## src/ivr_pkg.sv

```systemverilog
// Shared constants and types for the interrupt vector placement block.
// Assumes a word-addressed program flash and an APB register bus.
package ivr_pkg;

    localparam int unsigned PC_W = 13;
    localparam int unsigned INDEX_W = 5;
    localparam int unsigned FLASH_WORDS_DEF = 8192;
    localparam int unsigned BOOT_MIN_WORDS_DEF = 128;

    localparam logic [11:0] GIC_OFFSET = 12'h000;
    localparam logic [11:0] STATUS_OFFSET = 12'h004;
    localparam logic [11:0] FAULT_OFFSET = 12'h008;

    localparam int unsigned UNLOCK_BIT = 0;
    localparam int unsigned SELECT_BIT = 1;
    localparam int unsigned INT2_EN_BIT = 5;
    localparam int unsigned INT0_EN_BIT = 6;
    localparam int unsigned INT1_EN_BIT = 7;
    localparam logic [7:0] GIC_RESET = 8'h00;

    localparam int unsigned ST_BLOCK_BIT = 0;
    localparam int unsigned ST_SEQ_BIT = 1;
    localparam int unsigned ST_LOCK_BIT = 2;
    localparam int unsigned ST_IN_BOOT_BIT = 3;
    localparam int unsigned ST_BOOT_RESET_BIT = 4;
    localparam int unsigned ST_SIZE_LSB = 5;

    localparam int unsigned FAULT_REFUSED_BIT = 0;
    localparam int unsigned FAULT_TIMEOUT_BIT = 1;
    localparam logic [1:0] FAULT_RESET = 2'h0;

    localparam logic [2:0] UNLOCK_CYCLES = 3'h4;
    localparam logic [2:0] POST_WRITE_CYCLES = 3'h1;
    localparam logic [PC_W-1:0] ADDR_ZERO = 13'h0000;

    // Fuse and lock settings; a one means programmed.
    typedef struct packed {
        logic boot_reset_fuse;
        logic [1:0] boot_size_fuses;
        logic app_area_boot_lock;
        logic boot_area_boot_lock;
    } fuse_s;

    localparam fuse_s FUSE_RESET = '{1'b0, 2'h0, 1'b0, 1'b0};

    typedef struct packed {
        logic [PC_W-1:0] reset_addr;
        logic [PC_W-1:0] vector_base;
        logic [PC_W-1:0] vector_addr;
        logic in_boot;
    } map_s;

    localparam map_s MAP_RESET = '{ADDR_ZERO, ADDR_ZERO, ADDR_ZERO, 1'b0};

    typedef enum logic [1:0] {
        SEQ_IDLE = 2'b00,
        SEQ_ARMED = 2'b01,
        SEQ_HOLD = 2'b11
    } seq_state_e;

endpackage

```

## src/boot_map.sv

```systemverilog
// Works out reset address, vector addresses and execution region.
// Assumes static fuse settings and a word program counter from the core.
`timescale 1ns/10ps
`default_nettype none
module boot_map #(
    parameter int unsigned FLASH_WORDS = ivr_pkg::FLASH_WORDS_DEF,
    parameter int unsigned BOOT_MIN_WORDS = ivr_pkg::BOOT_MIN_WORDS_DEF
) (
    input wire logic mclk,
    input wire logic reset,
    input wire ivr_pkg::fuse_s fuses,
    input wire logic select,
    input wire logic [ivr_pkg::PC_W-1:0] exec_pc,
    input wire logic [ivr_pkg::INDEX_W-1:0] vector_index,
    output ivr_pkg::map_s map_q
);

    localparam int unsigned W = ivr_pkg::PC_W;

    if (FLASH_WORDS > (1 << W) || (BOOT_MIN_WORDS << 3) >= FLASH_WORDS) begin
        $error("Flash or boot area size does not fit the address width.");
    end

    // Boot area start; fewer programmed size fuses mean a larger area.
    function automatic logic [W-1:0] boot_start_of(input logic [1:0] sz);
        logic [W:0] span;
        span = (W+1)'(BOOT_MIN_WORDS) << (~sz);
        return W'((W+1)'(FLASH_WORDS) - span);
    endfunction

    logic [W-1:0] boot_start;
    logic [W-1:0] base;

    assign boot_start = boot_start_of(fuses.boot_size_fuses);
    assign base = select ? boot_start : ivr_pkg::ADDR_ZERO;

    always_ff @(posedge mclk or posedge reset) begin
        if (reset) begin
            map_q <= ivr_pkg::MAP_RESET;
        end else begin
            map_q.reset_addr <= fuses.boot_reset_fuse ? boot_start
                : ivr_pkg::ADDR_ZERO;
            map_q.vector_base <= base;
            map_q.vector_addr <= base + W'({vector_index, 1'b0});
            map_q.in_boot <= (exec_pc >= boot_start);
        end
    end

endmodule
`default_nettype wire

```

## src/unlock_sequencer.sv

```systemverilog
// Timed two-step unlock for moving the vector table.
// Assumes arm and select_write are one-cycle pulses from the register file.
`timescale 1ns/10ps
`default_nettype none
module unlock_sequencer (
    input wire logic mclk,
    input wire logic reset,
    input wire logic arm,
    input wire logic select_write,
    output logic armed_q,
    output logic block_next,
    output logic timeout_q
);

    ivr_pkg::seq_state_e state_q;
    ivr_pkg::seq_state_e state_d;
    logic [2:0] cnt_q;
    logic [2:0] cnt_d;

    always_comb begin
        state_d = state_q;
        cnt_d = cnt_q;
        if (arm) begin
            state_d = ivr_pkg::SEQ_ARMED;
            cnt_d = ivr_pkg::UNLOCK_CYCLES - 3'h1;
        end else begin
            unique case (state_q)
                ivr_pkg::SEQ_IDLE: begin
                    cnt_d = 3'h0;
                end
                ivr_pkg::SEQ_ARMED: begin
                    if (select_write) begin
                        state_d = ivr_pkg::SEQ_HOLD;
                        cnt_d = ivr_pkg::POST_WRITE_CYCLES - 3'h1;
                    end else if (cnt_q == 3'h0) begin
                        state_d = ivr_pkg::SEQ_IDLE;
                    end else begin
                        cnt_d = cnt_q - 3'h1;
                    end
                end
                ivr_pkg::SEQ_HOLD: begin
                    if (cnt_q == 3'h0) begin
                        state_d = ivr_pkg::SEQ_IDLE;
                    end else begin
                        cnt_d = cnt_q - 3'h1;
                    end
                end
                default: begin
                    state_d = ivr_pkg::SEQ_IDLE;
                    cnt_d = 3'h0;
                end
            endcase
        end
    end

    // Blocking starts with the same edge that sets the unlock bit.
    assign block_next = (state_d != ivr_pkg::SEQ_IDLE);

    always_ff @(posedge mclk or posedge reset) begin
        if (reset) begin
            state_q <= ivr_pkg::SEQ_IDLE;
            cnt_q <= 3'h0;
        end else begin
            state_q <= state_d;
            cnt_q <= cnt_d;
        end
    end

    always_ff @(posedge mclk or posedge reset) begin
        if (reset) begin
            armed_q <= 1'b0;
            timeout_q <= 1'b0;
        end else begin
            armed_q <= (state_d == ivr_pkg::SEQ_ARMED);
            timeout_q <= !arm && state_q == ivr_pkg::SEQ_ARMED
                && !select_write && cnt_q == 3'h0;
        end
    end

endmodule
`default_nettype wire

```

## src/vector_relocation.sv

```systemverilog
// Vector table placement control with its APB register file.
// Assumes the core honours dispatch_allow_q and supplies its fetch address.
//
// The address map and register access over APB were chosen for this implementation.
`timescale 1ns/10ps
`default_nettype none
module vector_relocation #(
    parameter int unsigned FLASH_WORDS = ivr_pkg::FLASH_WORDS_DEF,
    parameter int unsigned BOOT_MIN_WORDS = ivr_pkg::BOOT_MIN_WORDS_DEF
) (
    input wire logic mclk,
    input wire logic reset,
    input wire logic psel,
    input wire logic penable,
    input wire logic pwrite,
    input wire logic [11:0] paddr,
    input wire logic [31:0] pwdata,
    output logic [31:0] prdata,
    output logic pready,
    output logic pslverr,
    input wire ivr_pkg::fuse_s fuses,
    input wire logic global_irq_enable,
    input wire logic [ivr_pkg::PC_W-1:0] exec_pc,
    input wire logic [ivr_pkg::INDEX_W-1:0] vector_index,
    output logic dispatch_allow_q,
    output logic [2:0] ext_irq_enable_q,
    output logic [ivr_pkg::PC_W-1:0] reset_vector_addr,
    output logic [ivr_pkg::PC_W-1:0] vector_base_addr,
    output logic [ivr_pkg::PC_W-1:0] vector_addr
);

    ivr_pkg::fuse_s fuse_q;
    ivr_pkg::map_s map_q;
    logic fuse_taken_q;
    logic select_q;
    logic [1:0] fault_q;
    logic armed_q;
    logic block_next;
    logic timeout_q;
    logic seq_block_q;
    logic lock_block_q;
    logic lock_block;
    logic access;
    logic done;
    logic write_gic;
    logic write_fault;
    logic arm;
    logic select_write;
    logic refused;
    logic [7:0] gic_view;
    logic [7:0] status_view;
    logic [31:0] read_d;
    logic mapped;

    // Fuses are caught once, on the first edge after reset is released.
    always_ff @(posedge mclk or posedge reset) begin
        if (reset) begin
            fuse_q <= ivr_pkg::FUSE_RESET;
            fuse_taken_q <= 1'b0;
        end else if (!fuse_taken_q) begin
            fuse_q <= fuses;
            fuse_taken_q <= 1'b1;
        end
    end

    // Bus decode; one wait state, the write lands at the completing edge.
    assign access = psel && penable;
    assign done = access && pready;
    assign write_gic = done && pwrite && paddr == ivr_pkg::GIC_OFFSET;
    assign write_fault = done && pwrite && paddr == ivr_pkg::FAULT_OFFSET;
    assign arm = write_gic && pwdata[ivr_pkg::UNLOCK_BIT];
    assign select_write = write_gic && !pwdata[ivr_pkg::UNLOCK_BIT]
        && armed_q;
    assign refused = write_gic && !pwdata[ivr_pkg::UNLOCK_BIT] && !armed_q
        && pwdata[ivr_pkg::SELECT_BIT] != select_q;

    always_comb begin
        mapped = 1'b1;
        unique case (paddr)
            ivr_pkg::GIC_OFFSET: begin
                mapped = 1'b1;
            end
            ivr_pkg::STATUS_OFFSET: begin
                mapped = 1'b1;
            end
            ivr_pkg::FAULT_OFFSET: begin
                mapped = 1'b1;
            end
            default: begin
                mapped = 1'b0;
            end
        endcase
    end

    unlock_sequencer u_unlock (
        .mclk(mclk),
        .reset(reset),
        .arm(arm),
        .select_write(select_write),
        .armed_q(armed_q),
        .block_next(block_next),
        .timeout_q(timeout_q)
    );

    // Placement changes only inside the unlock window.
    always_ff @(posedge mclk or posedge reset) begin
        if (reset) begin
            select_q <= ivr_pkg::GIC_RESET[ivr_pkg::SELECT_BIT];
        end else if (select_write) begin
            select_q <= pwdata[ivr_pkg::SELECT_BIT];
        end
    end

    always_ff @(posedge mclk or posedge reset) begin
        if (reset) begin
            ext_irq_enable_q <= ivr_pkg::GIC_RESET[7:5];
        end else if (write_gic) begin
            ext_irq_enable_q <= pwdata[7:5];
        end
    end

    // Sticky faults; a new event wins over a write-one clear.
    always_ff @(posedge mclk or posedge reset) begin
        if (reset) begin
            fault_q <= ivr_pkg::FAULT_RESET;
        end else begin
            fault_q <= (fault_q & ~(write_fault ? pwdata[1:0] : 2'h0))
                | {timeout_q, refused};
        end
    end

    boot_map #(
        .FLASH_WORDS(FLASH_WORDS),
        .BOOT_MIN_WORDS(BOOT_MIN_WORDS)
    ) u_map (
        .mclk(mclk),
        .reset(reset),
        .fuses(fuse_q),
        .select(select_q),
        .exec_pc(exec_pc),
        .vector_index(vector_index),
        .map_q(map_q)
    );

    assign reset_vector_addr = map_q.reset_addr;
    assign vector_base_addr = map_q.vector_base;
    assign vector_addr = map_q.vector_addr;

    // Lock-driven masking depends on where code runs.
    assign lock_block = (select_q && fuse_q.app_area_boot_lock
        && !map_q.in_boot)
        || (!select_q && fuse_q.boot_area_boot_lock
        && map_q.in_boot);

    // The global enable only passes through; it is never written here.
    always_ff @(posedge mclk or posedge reset) begin
        if (reset) begin
            dispatch_allow_q <= 1'b0;
            seq_block_q <= 1'b0;
            lock_block_q <= 1'b0;
        end else begin
            dispatch_allow_q <= global_irq_enable && !block_next
                && !lock_block;
            seq_block_q <= block_next;
            lock_block_q <= lock_block;
        end
    end

    assign gic_view = {ext_irq_enable_q, 3'h0, select_q, armed_q};

    always_comb begin
        status_view = 8'h00;
        status_view[ivr_pkg::ST_BLOCK_BIT] = seq_block_q || lock_block_q;
        status_view[ivr_pkg::ST_SEQ_BIT] = seq_block_q;
        status_view[ivr_pkg::ST_LOCK_BIT] = lock_block_q;
        status_view[ivr_pkg::ST_IN_BOOT_BIT] = map_q.in_boot;
        status_view[ivr_pkg::ST_BOOT_RESET_BIT] = fuse_q.boot_reset_fuse;
        status_view[ivr_pkg::ST_SIZE_LSB +: 2] = fuse_q.boot_size_fuses;
    end

    always_comb begin
        read_d = 32'h0000_0000;
        unique case (paddr)
            ivr_pkg::GIC_OFFSET: begin
                read_d = {24'h00_0000, gic_view};
            end
            ivr_pkg::STATUS_OFFSET: begin
                read_d = {24'h00_0000, status_view};
            end
            ivr_pkg::FAULT_OFFSET: begin
                read_d = {30'h0000_0000, fault_q};
            end
            default: begin
                read_d = 32'h0000_0000;
            end
        endcase
    end

    // Answer in the second access cycle; unmapped addresses give an error.
    always_ff @(posedge mclk or posedge reset) begin
        if (reset) begin
            pready <= 1'b0;
            pslverr <= 1'b0;
            prdata <= 32'h0000_0000;
        end else if (access && !pready) begin
            pready <= 1'b1;
            pslverr <= !mapped;
            prdata <= pwrite ? 32'h0000_0000 : read_d;
        end else begin
            pready <= 1'b0;
            pslverr <= 1'b0;
            prdata <= 32'h0000_0000;
        end
    end

endmodule
`default_nettype wire
```

## config.mk

```make
export PLATFORM = sky130hd
export DESIGN_NAME = vector_relocation
export DESIGN_NICKNAME = d
export VERILOG_FILES = /design/src/ivr_pkg.sv /design/src/boot_map.sv /design/src/unlock_sequencer.sv /design/src/vector_relocation.sv
export SDC_FILE = /design/constraint.sdc
export NUM_CORES = 1
export LEC_CHECK = 0
export ABC_AREA = 1
export BUFFER_PORTS_ARGS = -buffer_cell sky130_fd_sc_hd__buf_2
export CAP_MARGIN = 20
export CORE_ASPECT_RATIO = 1.5
export CORE_MARGIN = 2
export CORE_UTILIZATION = 45
export DETAILED_ROUTE_END_ITERATION = 12
export PLACE_DENSITY_LB_ADDON = 0.08
export SYNTH_ARGS = -nofsm -noshare
export SYNTH_HDL_FRONTEND = slang
export SYNTH_SLANG_ARGS = --single-unit
```

## constraint.sdc

```tcl
create_clock -name mclk -period 2.1 [get_ports mclk]
set_input_delay 0.42 -clock mclk [delete_from_list [all_inputs] [get_ports mclk]]
set_output_delay 0.42 -clock mclk [all_outputs]
set_load 0.05 [all_outputs]
```

# Yosys cells after proc, flatten, opt, wreduce, memory -nomap -nowiden
# Cells that the tools add are included.
# op_classes
n_reduce_logical	37
order_cmp	1
div	0
muxes	17
n_shift	1
n_bitwise	4
addsub	3
multipliers	0
n_eq_ne	6
# op_table
operator	count
$mux 32	2
$mux 13	2
$pmux 8 s3	1
$logic_and 1x1->1	20
$add 13x6->13	1
$ge 13x13->1	1
$shl 8x2->13 const A	1
$sub 1x13->13 const A	1
$eq 12x3->1 const B	1
$eq 12x4->1 const B	1
$logic_not 12->1	1
$logic_not 1->1	10
$mux 3	3
$mux 2	4
$pmux 2 s3	1
$pmux 3 s2	1
$eq 2x1->1 const B	2
$not 2->2	2
$logic_not 3->1	1
$mux 1	3
$reduce_or 3->1	1
$sub 3x1->3 const B	1
$and 2x2->2	1
$eq 2x2->1 const B	1
5 further kinds	6
# word_totals
romBits	0
reg_bits	96
mem_bits_rw	0
in_bits	73
output_inout_bits	77
latch_bits	0
n_memories	0
word_cells	91

# Logic depth before layout (Yosys ltp)
# logic_depth
word_depth	13
mapped_depth	10
mapped_depth_nobuf	10

# Hierarchy
# Synthesis repeated with hierarchy kept, for this count alone.
# hier_totals
cells_unflattened	305
area_unflattened_um2	2582.5
# modules_own_cells
mod	cells_each	area_per_inst_um2	n_inst	seq_area_each_um2
vector_relocation	162	1315.0	1	625.6
boot_map	98	908.4	1	450.4
unlock_sequencer	45	359.1	1	175.2

# Least setup slack after synthesis
# Ideal clock, no wire load.
# synth_path
kind	flip-flop to flip-flop
startpoint	register fuse_q[3] (netlist name)
endpoint	register u_map.map_q[0] (netlist name)
period_less_slack_ns	1.704
setup_slack_ns	0.396
t_arrival_ns	1.580
stages_incl_launch_ff	10
setup_time_ns	0.124
required_time_ns	1.976
path_buffers	0
cell_sequence	dfrtp_1 -> nand2_1 -> ha_1 -> inv_1 -> ha_1 -> o21ai_0 -> nand2_1 -> a21oi_1 -> nor2_1 -> a211o_1
# synth_via
elab_chain_len	4
# synth_lines
item	line_no	text
from (decl)	vector_relocation.sv:32	ivr_pkg::fuse_s fuse_q;
from (signal assigned)	vector_relocation.sv:58	fuse_q <= ivr_pkg::FUSE_RESET;
from (signal assigned)	vector_relocation.sv:61	fuse_q <= fuses;
$not 2->2	boot_map.sv:27	span = (W+1)'(BOOT_MIN_WORDS) << (~sz);
$shl 8x2->13	boot_map.sv:27	
$sub 1x13->13	boot_map.sv:28	return W'((W+1)'(FLASH_WORDS) - span);
$ge 13x13->1	boot_map.sv:45	map_q.in_boot <= (exec_pc >= boot_start);
# No other way between the ends.
# A chain may end at the register's enable or synchronous reset.

# Worst setup path after layout
# layout_path
startpoint	register fuse_q[3] (netlist name)
endpoint	register u_map.map_q[0] (netlist name)
# layout_via
elab_chain_len	4
# layout_lines
item	line_no
$not 2->2	boot_map.sv:27
$shl 8x2->13	boot_map.sv:27
$sub 1x13->13	boot_map.sv:28
$ge 13x13->1	boot_map.sv:45
# No other way between the ends.

==> impl_metrics.toml <==
[hold_path]
min_path_type = "input port to asynchronous set/reset pin"

[job]
drv_cap = 0

[final_layout]
syn_to_final_growth_pct = 8.566
final_nets = 409
drive_gt1_frac = 0.3617
fin_area_um2 = 2918
nFillCells = 609
final_cell_mix = "buf_2 (75), dfrtp_1 (50), conb_1 (42), nand2_1 (24)"
antennaDiodeCount = 0
mostFrequentLayoutCell = "buf_2"

[power]
leakage_nw = 1.671
vdd_drop_max_mv = 0.4437
powerDensity_nw_per_um2 = 682.0

[clocking]
clock-root-buffer = "clkbuf_8"
clock_latency_ns = 0.30
cts_buffers = 5
tritoncts = "yes"
cts.repair.resized = 0
h-tree-depth = 2
clk_path_buf_depth = 2
post_cts_buffers = 0
clock-sinks = 50
cts.clk_slew.worst_paths_ns = 0.08
hold_buffers = 0

[detailed_routing]
ant_nets = 0
viasPerCell = 4.239
top_layer = "met4"
avgRoutedWirePerCell_um = 10.62
wl_met2_um = 2330
drc = 0
via_count = 1700
first_pass_iters = 4
wl_um = 4258
dr_wl_met3_um = 294
initialDrtViolationCount = 57
m1WireLength_um = 1574

[grt]
antenna_found_initial = 0
grt_usage = 0.1392
grt_pass1_vias = 1603
overflow = 0
grt_max_degree = 32
grt_pass1_wl_um = 6996

[worst_setup_path]
r2r.worst_path.cells = 9
worst_ep_arrival_time_ns = 2.04
critPathKind = "flop to flop"
r2r-end = "u_map.map_q[0]$_DFF_PP0_"
critPathLaunchType = "flop"
end_kind = "flop"
worstSetupStartpoint = "fuse_q[3]$_DFFE_PP0N_"
path_cells = "nand2_1 > ha_1 > inv_1 > ha_1 > o21ai_0 > nand2_1 > a21oi_1 > nor2_1 > a211o_1"
crit_path_max_fanout = 6
crit_path_max_incr_delay_ns = 0.46
r2r-start = "fuse_q[3]$_DFFE_PP0N_"
crit_required_ns = 2.29
r2r_setup_slack_ns = 0.25
cp-endpoint = "u_map.map_q[0]$_DFF_PP0_"
cp_slowest_cell = "dfrtp_1"

[sta]
final_max_slew_viol_count = 0
hold_viol = 0
skew_ns = 0.002174
timing.final.crit_period_ns = 1.854
rsz0062_at_grt = "false"
tightest_slew_ns = 0.6213
fin_setup_tns_ns = 0
max_freq_mhz = 539.2
finalSetupViolCount = 0
period_share = 0.8831
slew_headroom = 0.5852

[floorplan]
row_count = 34
initial_utilization = 0.4645
dieArea_um2 = 6619
die_height_um = 98.65
core-area_um2 = 5786
die_w_um = 67.10
io-pin-count = 150

[synthesis]
ys_seq_elements = 50
syn-cell-area_um2 = 2688
ys_seq_area_frac = 0.4655
syn_avg_cell_area_um2 = 9.881
synth_cells = 272
ys_types = 37
synth_warnings = 0

[placed_design]
gp_routability_congestion = 0.7437
postPlaceCellArea_um2 = 2823
portBuffers = 75
hpwl_um = 3567

[outcome]
status = "completed"
==> sequential cells by signal (all words and copies together) (netlist names), 2 cells and up <==
name and flops:
u_map.map_q 18, prdata 8, fuse_q 5, ext_irq_enable_q 3
u_unlock.cnt_q 3, fault_q 2, u_unlock.state_q 2
==> worst min-delay path by stage <==
stage / from / end / slack [ns] / cells after the start
2_1_floorplan: u_unlock.timeout_q$_DFF_PP0_ / fault_q[1]$_DFF_PP0_ / 0.41 / 2
3_5_place_dp: u_unlock.timeout_q$_DFF_PP0_ / fault_q[1]$_DFF_PP0_ / 0.42 / 2
6_report: reset / u_map.map_q[4]$_DFF_PP0_ / 0.19 / 2
5_1_grt: vector_index[3] / u_map.map_q[5]$_DFF_PP0_ / 0.20 / 1
3_3_place_gp: fuse_q[4]$_DFFE_PP0N_ / u_map.map_q[37]$_DFF_PP0_ / 0.41 / 0
4_1_cts: vector_index[3] / u_map.map_q[5]$_DFF_PP0_ / 0.21 / 1
==> Yosys cell counts <==
master	instances	area share
o21ai_0	4	0.0074
nor2_4	3	0.013
inv_2	6	0.0084
xor2_1	2	0.0065
nor2_1	23	0.032
nand3_4	3	0.020
nand2_1	24	0.034
nor3_2	3	0.011
a21oi_2	2	0.0065
xnor2_1	1	0.0033
nand2_2	2	0.0047
o211ai_1	1	0.0028
clkinv_2	1	0.0019
conb_1	2	0.0028
clkbuf_1	6	0.0084
nand3_2	1	0.0037
nand3_1	12	0.022
nand3b_2	1	0.0042
buf_4	63	0.18
nor3_1	4	0.0074
inv_1	24	0.034
o22ai_1	1	0.0023
o21ai_1	2	0.0037
nor3b_1	1	0.0028
nand4_2	1	0.0047
a31oi_4	1	0.0079
a211o_1	1	0.0033
a31oi_1	1	0.0023
o31ai_1	4	0.011
mux2_2	2	0.0084
o21bai_1	1	0.0028
dfrtp_1	50	0.47
nor2_8	1	0.0074
a21oi_1	5	0.0093
buf_8	1	0.0056
ha_1	8	0.037
nand2_4	4	0.017
==> power breakdown <==
| group | total (W) | internal (W) | switching (W) |
|---|---|---|---|
| logic | 0.000408 | 0.0000791 | 0.000328 |
| clock network | 0.000568 | 0.000265 | 0.000303 |
| registers | 0.00101 | 0.000997 | 0.0000176 |
==> metal layers <==
layer	vias to the layer above	track usage
met5	-	0
met4	0	0.04710
met3	6	0.03881
met2	57	0.2483
met1	779	0.1540
li1	858	-
==> layout make-up <==
cell class	count	area (um^2)	area share
Timing Repair Buffer	79	405.4	0.1389
Sequential cell	50	1251	0.4288
Clock buffer	6	82.58	0.02830
Multi-Input combinational cell	161	958.4	0.3285
Inverter	31	117.6	0.04031
Tap cell	72	90.09	0.03087
Clock inverter	2	12.51	0.004288
==> logic make-up (layout without fill, tap and decap cells) <==
family	count (synthesis)	in the layout	share of synthesized area
adders and majority gates	8	8	0.03725
buffers and inverters	101	118	0.2337
muxes	2	2	0.008379
AOI/OAI and AO/OA	23	23	0.05960
and+or+nand+nor	83	83	0.1830
other	2	42	0.002794
xor gates and xnor gates	3	3	0.009778
DFF	50	50	0.4655
==> per-stage QoR <==
| step | total power, W | std cells | setup WS, ns | util | hold WS [ns] |
|---|---|---|---|---|---|
| finish | 0.001990 | 401 | 0.2456 | 0.5043 | 0.1879 |
| CTS | 0.002018 | 401 | 0.2179 | 0.5043 | 0.2129 |
| global placement | 0.001444 | 393 | 0.2467 | 0.4879 | 0.4085 |
| floorplan | 0.001442 | 312 | 0.3964 | - | 0.4091 |
| detailed placement | 0.001447 | 393 | 0.2357 | 0.4879 | 0.4151 |
| global route | 0.002103 | 401 | 0.009522 | 0.5043 | 0.2023 |
==> worst max-delay path, delay by kind of cell (launching register included) <==
kind | cells | cell delay, ns
AO/OA/AOI/OAI | 3 | 0.44
AND/OR/NAND/NOR | 3 | 0.21
adder cells (fa/ha/maj) | 2 | 0.58
buffers and inverters | 1 | 0.05
flip-flops | 1 | 0.46
Power figures use the tool's default switching activity.
